File: config.mk
export PLATFORM = sky130hd
export DESIGN_NAME = hcr_device_flat
export DESIGN_NICKNAME = d
export VERILOG_FILES = /design/src/shared/hcr_pkg.sv /design/src/shared/hcr_if.sv /design/src/hcr_desc_buf.sv /design/src/hcr_device.sv /design/src/flat_wrapper.sv
export VERILOG_INCLUDE_DIRS = /design/src /design/src/shared
export SDC_FILE = /design/constraint.sdc
export NUM_CORES = 1
export LEC_CHECK = 0
export BUFFER_PORTS_ARGS = -buffer_cell sky130_fd_sc_hd__buf_2
export CELL_PAD_IN_SITES_DETAIL_PLACEMENT = 2
export CELL_PAD_IN_SITES_GLOBAL_PLACEMENT = 2
export CORE_MARGIN = 2
export CORE_UTILIZATION = 28
export CTS_CLUSTER_SIZE = 24
export DETAILED_ROUTE_END_ITERATION = 10
export GPL_TIMING_DRIVEN = 0
export HOLD_SLACK_MARGIN = 0.06
export PLACE_DENSITY_LB_ADDON = 0.3
export SLEW_MARGIN = 20
export SYNTH_ARGS = -nofsm -noshare
export SYNTH_HDL_FRONTEND = slang
export SYNTH_SLANG_ARGS = --single-unit
File: constraint.sdc
create_clock -name CLK -period 21.7 [get_ports CLK]
set_clock_uncertainty 0.2 [all_clocks]
set_input_delay 1.085 -clock CLK [delete_from_list [all_inputs] [get_ports CLK]]
set_output_delay 1.085 -clock CLK [all_outputs]
set_load 0.01 [all_outputs]
File: src/shared/hcr_defs.svh
// Constants of the hub class request handler and its host end
`ifndef HCR_DEFS_SVH
`define HCR_DEFS_SVH
`define HCR_NPORTS 4
`define HCR_PW 3
`define HCR_RT_HUB 8'h20
`define HCR_RT_PORT 8'h23
`define HCR_REQ_SET_FEATURE 8'h03
`define HCR_REQ_SET_DESC 8'h07
`define HCR_REQ_STOP_TT 8'h0b
`define HCR_DESC_TYPE 8'h29
`define HCR_DESC_INDEX 8'h00
`define HCR_DESC_MAX 16'h0010
`define HCR_HF_LAST 16'h0001
`define HCR_PF_SUSPEND 8'h02
`define HCR_PF_RESET 8'h04
`define HCR_PF_POWER 8'h08
`define HCR_PF_C_FIRST 8'h10
`define HCR_PF_C_LAST 8'h14
`define HCR_PF_TEST 8'h15
`define HCR_PF_INDICATOR 8'h16
`define HCR_TEST_FIRST 8'h01
`define HCR_TEST_LAST 8'h05
`define HCR_IND_LAST 8'h03
`define HCR_CLK_MHZ 250
`define HCR_RESET_SIG_NS 200
`define HCR_RESET_SIG_CYC 8'(((`HCR_RESET_SIG_NS * `HCR_CLK_MHZ) + 999) / 1000)
`define HCR_A_REQ 3'h0
`define HCR_A_VALUE 3'h1
`define HCR_A_INDEX 3'h2
`define HCR_A_LENGTH 3'h3
`define HCR_A_DATA 3'h4
`define HCR_A_CTRL 3'h5
`define HCR_A_STAT 3'h6
`endif

File: src/shared/hcr_pkg.sv
// Types shared by both ends of the hub class request link
package hcr_pkg;
    typedef enum logic [1:0] {RES_OK = 2'b00, RES_REQ_ERR = 2'b01, RES_STALL = 2'b10} hcr_res_t;
    typedef enum logic [1:0] {OP_NONE = 2'b00, OP_DESC = 2'b01, OP_STOP_TT = 2'b10, OP_PORT = 2'b11} hcr_op_t;
    typedef enum logic [1:0] {DS_IDLE = 2'b00, DS_DATA = 2'b01, DS_STALL = 2'b10} hcr_dev_st_t;
    typedef enum logic [1:0] {HS_IDLE = 2'b00, HS_DATA = 2'b01, HS_WAIT = 2'b10} hcr_host_st_t;
endpackage

File: src/shared/hcr_if.sv
// Control transfer link between the host end and the hub end
`timescale 1ns/1ps
interface hcr_if;
    import hcr_pkg::*;
    logic        setup;
    logic [7:0]  bm_req_type;
    logic [7:0]  b_request;
    logic [15:0] w_value;
    logic [15:0] w_index;
    logic [15:0] w_length;
    logic        data_valid;
    logic [7:0]  data_byte;
    logic        status;
    logic        resp_valid;
    hcr_res_t    resp_code;
    modport dev (input setup, bm_req_type, b_request, w_value, w_index, w_length,
                 input data_valid, data_byte, status, output resp_valid, resp_code);
    modport host (output setup, bm_req_type, b_request, w_value, w_index, w_length,
                  output data_valid, data_byte, status, input resp_valid, resp_code);
endinterface

File: src/hcr_desc_buf.sv
// Staging buffer and live copy of the hub descriptor
`timescale 1ns/1ps
`include "hcr_defs.svh"
module hcr_desc_buf (
    // Clock and reset
    input  wire logic       clk,
    input  wire logic       reset_n,
    // Staging side
    input  wire logic       wr_en,
    input  wire logic [3:0] wr_addr,
    input  wire logic [7:0] wr_data,
    input  wire logic       commit,
    // Live side
    input  wire logic [3:0] rd_addr,
    output logic      [7:0] rd_data
);
    logic [7:0] stage_reg [`HCR_DESC_MAX];
    logic [7:0] live_reg  [`HCR_DESC_MAX];

    // Live copy changes only on commit
    for (genvar e = 0; e < `HCR_DESC_MAX; e++) begin : g_entry
        always_ff @(posedge clk) begin
            if (!reset_n) begin
                stage_reg[e] <= 8'h00;
            end else if (wr_en && wr_addr == 4'(e)) begin
                stage_reg[e] <= wr_data;
            end
        end
        always_ff @(posedge clk) begin
            if (!reset_n) begin
                live_reg[e] <= 8'h00;
            end else if (commit) begin
                live_reg[e] <= stage_reg[e];
            end
        end
    end

    always_ff @(posedge clk) begin
        if (!reset_n) begin
            rd_data <= 8'h00;
        end else begin
            rd_data <= live_reg[rd_addr];
        end
    end
endmodule

File: src/hcr_device.sv
// Hub end: decodes and carries out hub class set requests
//
// How it works
// - Descriptor write, type 20h, replaces descriptor
// - Only hub descriptor index zero exists
// - Buffer bytes, commit after whole transfer
// - Nonzero wIndex or length mismatch errs
// - Unsupported descriptor write stalls data stage
// - Translator stop, type 23h, halts translator
// - Only translator reset restarts stopped translator
// - Single translator ignores port; wLength nonzero errs
// - Hub feature set enables selected feature; here accepted, nothing set
// - Unknown hub selector or nonzero fields err
// - Port in wIndex low byte, nonzero, valid
// - Accept reset, suspend, power, test, indicator
// - Suspend stops traffic on that port
// - Reset signalling, then change bit and enable
// - Test selector in wIndex high byte
// - Test selectors one to five only valid
// - Test needs enabled ports suspended, one at time
// - Other ports report disconnect/resume during test
// - Host sends nothing but status reads in test
// - Host resets hub through parent after test
// - Indicator selector zero to three, else error
// - Reset/suspend/power no-op in wrong port state
//
// Chosen here: strobed register access and the register addresses.
`timescale 1ns/1ps
`include "hcr_defs.svh"
module hcr_device
    import hcr_pkg::*;
#(
    parameter bit DESC_WRITE_EN = 1'b1
) (
    // Link to the host
    hcr_if.dev                    LNK,
    // Clock and reset
    input  wire logic             CLK,
    input  wire logic             RESET_N,
    // Port state and events
    input  wire logic [`HCR_NPORTS-1:0] PORT_ENABLED,
    input  wire logic [`HCR_NPORTS-1:0] PORT_DISCONNECT,
    input  wire logic [`HCR_NPORTS-1:0] PORT_RESUME,
    // Change bit acknowledges
    input  wire logic [`HCR_NPORTS-1:0] CLR_C_RESET,
    input  wire logic [`HCR_NPORTS-1:0] CLR_C_CONN,
    input  wire logic [`HCR_NPORTS-1:0] CLR_C_SUSP,
    // Port controls
    output logic      [`HCR_NPORTS-1:0] PORT_POWER,
    output logic      [`HCR_NPORTS-1:0] PORT_RESET_DRV,
    output logic      [`HCR_NPORTS-1:0] PORT_SUSPEND,
    output logic      [`HCR_NPORTS-1:0] PORT_ENABLE_SET,
    output logic      [`HCR_NPORTS-1:0] PORT_TEST_EN,
    output logic      [7:0]             TEST_SEL,
    output logic      [2*`HCR_NPORTS-1:0] IND_SEL,
    // Change bits
    output logic      [`HCR_NPORTS-1:0] C_PORT_RESET,
    output logic      [`HCR_NPORTS-1:0] C_PORT_CONN,
    output logic      [`HCR_NPORTS-1:0] C_PORT_SUSP,
    // Transaction translator
    input  wire logic             TT_RESET,
    output logic                  TT_STOPPED,
    // Descriptor readback
    input  wire logic [3:0]       DESC_ADDR,
    output logic      [7:0]       DESC_DATA,
    output logic                  DESC_UPDATED
);
    hcr_dev_st_t st_reg;
    hcr_op_t     op_reg;
    hcr_op_t     op_next;
    logic        err_reg;
    logic        err_next;
    logic [15:0] len_reg;
    logic [15:0] cnt_reg;
    logic [7:0]  sel_reg;
    logic [7:0]  hi_reg;
    logic [7:0]  pidx_reg;
    logic        resp_valid_reg;
    hcr_res_t    resp_code_reg;
    logic        done_ok;
    logic        any_test;
    logic        all_quiet;
    logic        port_ok;
    logic [7:0]  rt;
    logic [7:0]  rq;
    logic [7:0]  fsel;
    logic [7:0]  hi;

    assign LNK.resp_valid = resp_valid_reg;
    assign LNK.resp_code  = resp_code_reg;
    assign rt             = LNK.bm_req_type;
    assign rq             = LNK.b_request;
    assign fsel           = LNK.w_value[7:0];
    assign hi             = LNK.w_index[15:8];
    assign port_ok        = LNK.w_index[7:0] != 8'h00 && LNK.w_index[7:0] <= 8'(`HCR_NPORTS);
    assign any_test       = |PORT_TEST_EN;
    assign all_quiet      = ~|(PORT_ENABLED & ~PORT_SUSPEND);
    assign done_ok        = st_reg == DS_DATA && LNK.status && !err_reg && cnt_reg == len_reg;

    // Checks on the setup fields
    always_comb begin
        op_next  = OP_NONE;
        err_next = 1'b1;
        if (rt == `HCR_RT_HUB && rq == `HCR_REQ_SET_DESC) begin
            op_next  = OP_DESC;
            err_next = LNK.w_value != {`HCR_DESC_TYPE, `HCR_DESC_INDEX}
                       || LNK.w_index != 16'h0000
                       || LNK.w_length > `HCR_DESC_MAX;
        end else if (rt == `HCR_RT_PORT && rq == `HCR_REQ_STOP_TT) begin
            op_next  = OP_STOP_TT;
            err_next = LNK.w_value != 16'h0000 || LNK.w_length != 16'h0000;
        end else if (rt == `HCR_RT_HUB && rq == `HCR_REQ_SET_FEATURE) begin
            op_next  = OP_NONE;
            err_next = LNK.w_value > `HCR_HF_LAST || LNK.w_index != 16'h0000
                       || LNK.w_length != 16'h0000;
        end else if (rt == `HCR_RT_PORT && rq == `HCR_REQ_SET_FEATURE) begin
            op_next = OP_PORT;
            if (!port_ok || LNK.w_length != 16'h0000 || LNK.w_value[15:8] != 8'h00) begin
                err_next = 1'b1;
            end else begin
                case (fsel)
                    `HCR_PF_RESET, `HCR_PF_SUSPEND, `HCR_PF_POWER: begin
                        err_next = hi != 8'h00;
                    end
                    `HCR_PF_TEST: begin
                        err_next = hi < `HCR_TEST_FIRST || hi > `HCR_TEST_LAST
                                   || !all_quiet;
                    end
                    `HCR_PF_INDICATOR: begin
                        err_next = hi > `HCR_IND_LAST;
                    end
                    default: begin
                        // Change selectors are taken and ignored
                        err_next = fsel < `HCR_PF_C_FIRST || fsel > `HCR_PF_C_LAST || hi != 8'h00;
                    end
                endcase
            end
        end
        // Requests in test mode are refused until the hub is reset
        if (any_test) begin
            err_next = 1'b1;
        end
    end

    // Request sequence
    always_ff @(posedge CLK) begin
        if (!RESET_N) begin
            st_reg   <= DS_IDLE;
            op_reg   <= OP_NONE;
            err_reg  <= 1'b0;
            len_reg  <= 16'h0000;
            sel_reg  <= 8'h00;
            hi_reg   <= 8'h00;
            pidx_reg <= 8'h00;
        end else begin
            case (st_reg)
                DS_IDLE: begin
                    if (LNK.setup) begin
                        op_reg   <= op_next;
                        err_reg  <= err_next;
                        len_reg  <= LNK.w_length;
                        sel_reg  <= fsel;
                        hi_reg   <= hi;
                        pidx_reg <= LNK.w_index[7:0];
                        st_reg   <= (op_next == OP_DESC && !DESC_WRITE_EN) ? DS_STALL : DS_DATA;
                    end
                end
                DS_DATA: begin
                    if (LNK.status) begin
                        st_reg <= DS_IDLE;
                    end
                end
                DS_STALL: begin
                    if (LNK.data_valid || LNK.status) begin
                        st_reg <= DS_IDLE;
                    end
                end
                default: begin
                    st_reg <= DS_IDLE;
                end
            endcase
        end
    end

    // Surplus data bytes are counted and also written to staging
    always_ff @(posedge CLK) begin
        if (!RESET_N) begin
            cnt_reg <= 16'h0000;
        end else if (st_reg == DS_IDLE) begin
            cnt_reg <= 16'h0000;
        end else if (st_reg == DS_DATA && LNK.data_valid && cnt_reg != 16'hffff) begin
            cnt_reg <= cnt_reg + 16'h0001;
        end
    end

    // A stall answers the first data byte or status
    always_ff @(posedge CLK) begin
        if (!RESET_N) begin
            resp_valid_reg <= 1'b0;
            resp_code_reg  <= RES_OK;
        end else begin
            resp_valid_reg <= 1'b0;
            if (st_reg == DS_STALL && (LNK.data_valid || LNK.status)) begin
                resp_valid_reg <= 1'b1;
                resp_code_reg  <= RES_STALL;
            end else if (st_reg == DS_DATA && LNK.status) begin
                resp_valid_reg <= 1'b1;
                resp_code_reg  <= done_ok ? RES_OK : RES_REQ_ERR;
            end
        end
    end

    hcr_desc_buf u_desc (
        .clk     (CLK),
        .reset_n (RESET_N),
        .wr_en   (st_reg == DS_DATA && op_reg == OP_DESC && LNK.data_valid),
        .wr_addr (cnt_reg[3:0]),
        .wr_data (LNK.data_byte),
        .commit  (done_ok && op_reg == OP_DESC),
        .rd_addr (DESC_ADDR),
        .rd_data (DESC_DATA)
    );

    always_ff @(posedge CLK) begin
        if (!RESET_N) begin
            DESC_UPDATED <= 1'b0;
        end else begin
            DESC_UPDATED <= done_ok && op_reg == OP_DESC;
        end
    end

    // Only a translator reset restarts it
    always_ff @(posedge CLK) begin
        if (!RESET_N) begin
            TT_STOPPED <= 1'b0;
        end else if (done_ok && op_reg == OP_STOP_TT) begin
            TT_STOPPED <= 1'b1;
        end else if (TT_RESET) begin
            TT_STOPPED <= 1'b0;
        end
    end

    // Test mode starts one cycle after status
    always_ff @(posedge CLK) begin
        if (!RESET_N) begin
            TEST_SEL <= 8'h00;
        end else if (done_ok && op_reg == OP_PORT && sel_reg == `HCR_PF_TEST) begin
            TEST_SEL <= hi_reg;
        end
    end

    for (genvar i = 0; i < `HCR_NPORTS; i++) begin : g_port
        logic       hit;
        logic [7:0] rst_cnt_reg;

        assign hit = done_ok && op_reg == OP_PORT && pidx_reg == 8'(i + 1);

        always_ff @(posedge CLK) begin
            if (!RESET_N) begin
                PORT_POWER[i] <= 1'b0;
            end else if (hit && sel_reg == `HCR_PF_POWER) begin
                PORT_POWER[i] <= 1'b1;
            end
        end

        // Fixed-length reset; its end enables the port
        always_ff @(posedge CLK) begin
            if (!RESET_N) begin
                rst_cnt_reg        <= 8'h00;
                PORT_RESET_DRV[i]  <= 1'b0;
                PORT_ENABLE_SET[i] <= 1'b0;
            end else begin
                PORT_ENABLE_SET[i] <= 1'b0;
                if (hit && sel_reg == `HCR_PF_RESET && PORT_POWER[i]) begin
                    rst_cnt_reg       <= `HCR_RESET_SIG_CYC;
                    PORT_RESET_DRV[i] <= 1'b1;
                end else if (rst_cnt_reg == 8'h01) begin
                    rst_cnt_reg        <= 8'h00;
                    PORT_RESET_DRV[i]  <= 1'b0;
                    PORT_ENABLE_SET[i] <= 1'b1;
                end else if (rst_cnt_reg != 8'h00) begin
                    rst_cnt_reg <= rst_cnt_reg - 8'h01;
                end
            end
        end

        always_ff @(posedge CLK) begin
            if (!RESET_N) begin
                C_PORT_RESET[i] <= 1'b0;
            end else if (rst_cnt_reg == 8'h01) begin
                C_PORT_RESET[i] <= 1'b1;
            end else if (CLR_C_RESET[i]) begin
                C_PORT_RESET[i] <= 1'b0;
            end
        end

        always_ff @(posedge CLK) begin
            if (!RESET_N) begin
                PORT_SUSPEND[i] <= 1'b0;
            end else if (hit && sel_reg == `HCR_PF_SUSPEND && PORT_ENABLED[i]) begin
                PORT_SUSPEND[i] <= 1'b1;
            end else if (PORT_RESUME[i] || PORT_RESET_DRV[i]) begin
                PORT_SUSPEND[i] <= 1'b0;
            end
        end

        // Still reported while a port is in test
        always_ff @(posedge CLK) begin
            if (!RESET_N) begin
                C_PORT_CONN[i] <= 1'b0;
                C_PORT_SUSP[i] <= 1'b0;
            end else begin
                if (PORT_DISCONNECT[i]) begin
                    C_PORT_CONN[i] <= 1'b1;
                end else if (CLR_C_CONN[i]) begin
                    C_PORT_CONN[i] <= 1'b0;
                end
                if (PORT_RESUME[i] && PORT_SUSPEND[i]) begin
                    C_PORT_SUSP[i] <= 1'b1;
                end else if (CLR_C_SUSP[i]) begin
                    C_PORT_SUSP[i] <= 1'b0;
                end
            end
        end

        // Only a hub reset leaves test mode
        always_ff @(posedge CLK) begin
            if (!RESET_N) begin
                PORT_TEST_EN[i] <= 1'b0;
                IND_SEL[2*i+:2] <= 2'b00;
            end else begin
                if (hit && sel_reg == `HCR_PF_TEST) begin
                    PORT_TEST_EN[i] <= 1'b1;
                end
                if (hit && sel_reg == `HCR_PF_INDICATOR) begin
                    IND_SEL[2*i+:2] <= hi_reg[1:0];
                end
            end
        end
    end
endmodule

File: src/flat_wrapper.sv
// flat-port wrapper written by rule: the top's interface ports become plain ports
module hcr_device_flat import hcr_pkg::*;
#(
    parameter bit DESC_WRITE_EN = 1'b1
)
  (CLK, RESET_N, PORT_ENABLED, PORT_DISCONNECT, PORT_RESUME, CLR_C_RESET, CLR_C_CONN, CLR_C_SUSP, PORT_POWER, PORT_RESET_DRV, PORT_SUSPEND, PORT_ENABLE_SET, PORT_TEST_EN, TEST_SEL, IND_SEL, C_PORT_RESET, C_PORT_CONN, C_PORT_SUSP, TT_RESET, TT_STOPPED, DESC_ADDR, DESC_DATA, DESC_UPDATED, LNK_setup, LNK_bm_req_type, LNK_b_request, LNK_w_value, LNK_w_index, LNK_w_length, LNK_data_valid, LNK_data_byte, LNK_status, LNK_resp_valid, LNK_resp_code);
  hcr_if LNK_i ();
  input  wire logic CLK;
  input  wire logic RESET_N;
  input  wire logic [`HCR_NPORTS-1:0] PORT_ENABLED;
  input  wire logic [`HCR_NPORTS-1:0] PORT_DISCONNECT;
  input  wire logic [`HCR_NPORTS-1:0] PORT_RESUME;
  input  wire logic [`HCR_NPORTS-1:0] CLR_C_RESET;
  input  wire logic [`HCR_NPORTS-1:0] CLR_C_CONN;
  input  wire logic [`HCR_NPORTS-1:0] CLR_C_SUSP;
  output logic      [`HCR_NPORTS-1:0] PORT_POWER;
  output logic      [`HCR_NPORTS-1:0] PORT_RESET_DRV;
  output logic      [`HCR_NPORTS-1:0] PORT_SUSPEND;
  output logic      [`HCR_NPORTS-1:0] PORT_ENABLE_SET;
  output logic      [`HCR_NPORTS-1:0] PORT_TEST_EN;
  output logic      [7:0] TEST_SEL;
  output logic      [2*`HCR_NPORTS-1:0] IND_SEL;
  output logic      [`HCR_NPORTS-1:0] C_PORT_RESET;
  output logic      [`HCR_NPORTS-1:0] C_PORT_CONN;
  output logic      [`HCR_NPORTS-1:0] C_PORT_SUSP;
  input  wire logic TT_RESET;
  output logic TT_STOPPED;
  input  wire logic [3:0] DESC_ADDR;
  output logic      [7:0] DESC_DATA;
  output logic DESC_UPDATED;
  input wire logic [$bits(LNK_i.setup)-1:0] LNK_setup;
  input wire logic [$bits(LNK_i.bm_req_type)-1:0] LNK_bm_req_type;
  input wire logic [$bits(LNK_i.b_request)-1:0] LNK_b_request;
  input wire logic [$bits(LNK_i.w_value)-1:0] LNK_w_value;
  input wire logic [$bits(LNK_i.w_index)-1:0] LNK_w_index;
  input wire logic [$bits(LNK_i.w_length)-1:0] LNK_w_length;
  input wire logic [$bits(LNK_i.data_valid)-1:0] LNK_data_valid;
  input wire logic [$bits(LNK_i.data_byte)-1:0] LNK_data_byte;
  input wire logic [$bits(LNK_i.status)-1:0] LNK_status;
  output wire logic [$bits(LNK_i.resp_valid)-1:0] LNK_resp_valid;
  output wire logic [$bits(LNK_i.resp_code)-1:0] LNK_resp_code;
  assign LNK_i.setup = LNK_setup;
  assign LNK_i.bm_req_type = LNK_bm_req_type;
  assign LNK_i.b_request = LNK_b_request;
  assign LNK_i.w_value = LNK_w_value;
  assign LNK_i.w_index = LNK_w_index;
  assign LNK_i.w_length = LNK_w_length;
  assign LNK_i.data_valid = LNK_data_valid;
  assign LNK_i.data_byte = LNK_data_byte;
  assign LNK_i.status = LNK_status;
  assign LNK_resp_valid = LNK_i.resp_valid;
  assign LNK_resp_code = LNK_i.resp_code;
  hcr_device #(.DESC_WRITE_EN(DESC_WRITE_EN)) u_core (.LNK(LNK_i), .CLK(CLK), .RESET_N(RESET_N), .PORT_ENABLED(PORT_ENABLED), .PORT_DISCONNECT(PORT_DISCONNECT), .PORT_RESUME(PORT_RESUME), .CLR_C_RESET(CLR_C_RESET), .CLR_C_CONN(CLR_C_CONN), .CLR_C_SUSP(CLR_C_SUSP), .PORT_POWER(PORT_POWER), .PORT_RESET_DRV(PORT_RESET_DRV), .PORT_SUSPEND(PORT_SUSPEND), .PORT_ENABLE_SET(PORT_ENABLE_SET), .PORT_TEST_EN(PORT_TEST_EN), .TEST_SEL(TEST_SEL), .IND_SEL(IND_SEL), .C_PORT_RESET(C_PORT_RESET), .C_PORT_CONN(C_PORT_CONN), .C_PORT_SUSP(C_PORT_SUSP), .TT_RESET(TT_RESET), .TT_STOPPED(TT_STOPPED), .DESC_ADDR(DESC_ADDR), .DESC_DATA(DESC_DATA), .DESC_UPDATED(DESC_UPDATED));
endmodule
==> impl_metrics.csv <==
group,metric,value,unit
global_route,first_global_vias,13420,
status,status,"completed",
detailed_routing,via_per_inst,4.708,
logic_synthesis,yosys.area.top_type,"edfxtp_1",
worst_setup_path,cp_max_fo,22,
logic_synthesis,avgSynthCellArea,11.99,sq um
clocking,cts.sinks,408,
clocking,h-tree-depth,2,
die,start_util,0.2826,
final_layout,n_antenna_cell,0,
worst_setup_path,r2r_setup_slack,18.30,ns
worst_setup_path,start_kind,"flip-flop",
logic_synthesis,synthArstFlopShare,0,
final_layout,areaGrowthSynthToFinish,20.83,%
final_layout,drive_gt1_frac,0.1842,
clocking,cts_root_buf,"clkbuf_16",
clocking,clk_pin_slew_worst_paths,0.06,ns
worst_setup_path,cp.arrival,3.47,ns
clocking,cts_setup_buffers,0,
die,dieHeight,253.4,microns
logic_synthesis,yosys_warnings,0,
hold_path,whs_path_depth,2,
logic_synthesis,ys.flop_type,"edfxtp_1",
sta,fin_ws,18.30,ns
worst_setup_path,reg2reg_from,"u_core.cnt_reg[3]$_SDFFE_PP0P_",
power,powerDensity,97.30,nW/um^2
clocking,clock_latency,0.59,ns
sta,slew_viol_final,0,
global_route,antenna_found_initial,3,
sta,final.period_utilization,0.1565,
detailed_routing,drt_wl_total,54.09,mm
logic_synthesis,ys_ff_latch,408,
sta,period_minus_slack,3.395,ns
logic_synthesis,synth.net_count,1571,
sta,finalSetupViolations,0,
detailed_routing,ant_nets,0,
global_route,overflow,0,
place,portBuffers,159,
hold_path,hp-start,"u_core.hi_reg[4]$_SDFFE_PN0P_",
die,die-area,64190,sq um
final_layout,fin_nets,1791,
logic_synthesis,synth_edf_count,256,
logic_synthesis,yosysMostFrequentCell,"and2_1",
place,place.gp.congestion,0.7844,
place,dp_hpwl,40.34,mm
die,rows,91,
power,p_leak,7.862,nW
detailed_routing,wl_per_cell,21.24,microns
global_route,grt_pass1_wl,81.46,mm
power,ir_worst_vdd,0.00004952,V
worst_setup_path,path_class,"reg -> reg",
global_route,track_usage,0.1703,
worst_setup_path,rr_worst_depth,9,
logic_synthesis,netlist.area_leader.share,0.4415,
clocking,cts_resized,0,
sta,fin_tns_setup,0,ns
worst_setup_path,crit_required,21.77,ns
place,post-place-ws,17.85,ns
clocking,clk_path_buf_depth,3,
detailed_routing,vias,11990,
logic_synthesis,synthTopCellsByCount,"and2_1, edfxtp_1, dfxtp_1",
detailed_routing,remaining_drc_errors,0,
logic_synthesis,synth.area.top_cells,"edfxtp_1, dfxtp_1, and2_1, mux4_2, nand2_1",
sta,rsz0062_at_grt,"no",
detailed_routing,drt_iter0_markers,524,
sta,finalHoldViolCount,0,
detailed_routing,firstDrtPassIters,5,
hold_path,hold_path_end,"u_core.hi_reg[4]$_SDFFE_PN0P_",
clocking,ctsHoldBuffers,0,
die,die_w,253.4,microns
run,maxCapViolations,0,
worst_setup_path,endpoint_kind,"flip-flop",
worst_setup_path,reg2reg_to,"u_core.u_desc.live_reg[15][3]$_SDFFCE_PN0P_",
global_route,grt_max_degree,24,
die,num_io_pins,167,
sta,fmax,0.2945,GHz
logic_synthesis,syn_area,17410,sq um
sta,worst_slew_pin_slew,1.051,ns
logic_synthesis,ys_types,62,
hold_path,min_path_type,"reg -> reg",
sta,slew_headroom,0.2895,
die,core_area,61600,sq um
logic_synthesis,syn_inst,1452,
clocking,cts_tree,"yes",
clocking,cts_buffers,47,
logic_synthesis,ys_seq_area_frac,0.6163,
[worst max-delay path by stage]
stage	from	endpoint	slack, ns
2_1_floorplan	LNK_status	u_core.u_desc.live_reg[0][0]$_SDFFCE_PN0P_	10.19
3_3_place_gp	LNK_status	u_core.u_desc.live_reg[12][1]$_SDFFCE_PN0P_	5.56
3_5_place_dp	RESET_N	u_core.u_desc.live_reg[12][1]$_SDFFCE_PN0P_	17.85
4_1_cts	u_core.cnt_reg[3]$_SDFFE_PP0P_	u_core.u_desc.live_reg[13][3]$_SDFFCE_PN0P_	18.24
5_1_grt	u_core.cnt_reg[3]$_SDFFE_PP0P_	u_core.u_desc.live_reg[13][3]$_SDFFCE_PN0P_	18.12
6_report	u_core.cnt_reg[3]$_SDFFE_PP0P_	u_core.u_desc.live_reg[15][3]$_SDFFCE_PN0P_	18.30
[through the flow]
step	util	hold WS [ns]	cells	instance area, sq um	total power, mW
after global routing	0.3415	0.2828	2547	21040	2.145
after CTS	0.3415	0.2627	2547	21040	2.077
after floorplan	-	0.2357	1452	17410	1.146
after detailed placement	0.3162	0.2535	2460	19480	1.250
final	0.3415	0.2603	2547	21040	2.047
after global placement	0.3126	0.2454	2448	19250	1.230
[per-layer routing]
layer	share of wire	GRT usage	vias to the layer above	wire length, microns
met5	0.00039	0	-	21
li1	-	-	5592	-
met4	0.031	0.06002	4	1694
met1	0.41	0.1962	6032	21930
met3	0.050	0.03526	96	2686
met2	0.51	0.3103	267	27760
[cell type report]
| class | count | area, sq um |
|---|---|---|
| Timing Repair Buffer | 171 | 1001 |
| Fill cell | 6549 | 40560 |
| Tap cell | 837 | 1047 |
| Multi-Input combinational cell | 949 | 6309 |
| Buffer | 68 | 287.8 |
| Clock buffer | 58 | 1239 |
| Clock inverter | 29 | 322.8 |
| Inverter | 27 | 101.3 |
| Sequential cell | 408 | 10730 |
[power by group]
group | internal, mW | switching (mW) | leakage, nW
combinational | 0.132 | 0.180 | 3.26
clock | 0.488 | 0.327 | 0.768
sequential | 0.878 | 0.0413 | 3.83
[layout by cell type, fill, tap and decap left out, drive strengths merged, types with 5 or more instances in the layout]
cell      n
buf     184
mux2i    18
clkbuf  113
o21a      9
or3       9
or4      13
nand3    16
bufinv    7
and2    273
o31ai     5
o21ai    40
inv      28
dfxtp   152
nor4b    11
nor4     18
edfxtp  256
mux4     40
clkinv   21
nand4    20
a21oi    71
nor3     35
nor3b     7
xnor2    36
a31oi     5
nand2   146
ha       13
nor2     82
xor2     13
nand2b   21
[critical path, stage by stage (launching register included)]
cell and delay, ns:
dfxtp_1 0.31, buf_2 0.21, xnor2_1 0.16, nand4_1 0.16, nor3_2 0.62, nand2_2 0.29
o21ai_4 0.54, buf_16 0.23, buf_16 0.19, buf_16 0.17
[logic make-up (layout without fill, tap and decap cells)]
logic type,count (synthesis),count (layout),share of synthesized area
xor+xnor,49,49,0.02465
buf+inv,95,353,0.02235
mux,58,58,0.06209
compound gates,153,153,0.05117
fa+ha+maj,13,13,0.009343
other cells,1,1,0.0002154
flops,408,408,0.6163
simple gates,675,675,0.2139
No activity file was read; power rests on OpenSTA's default activity.
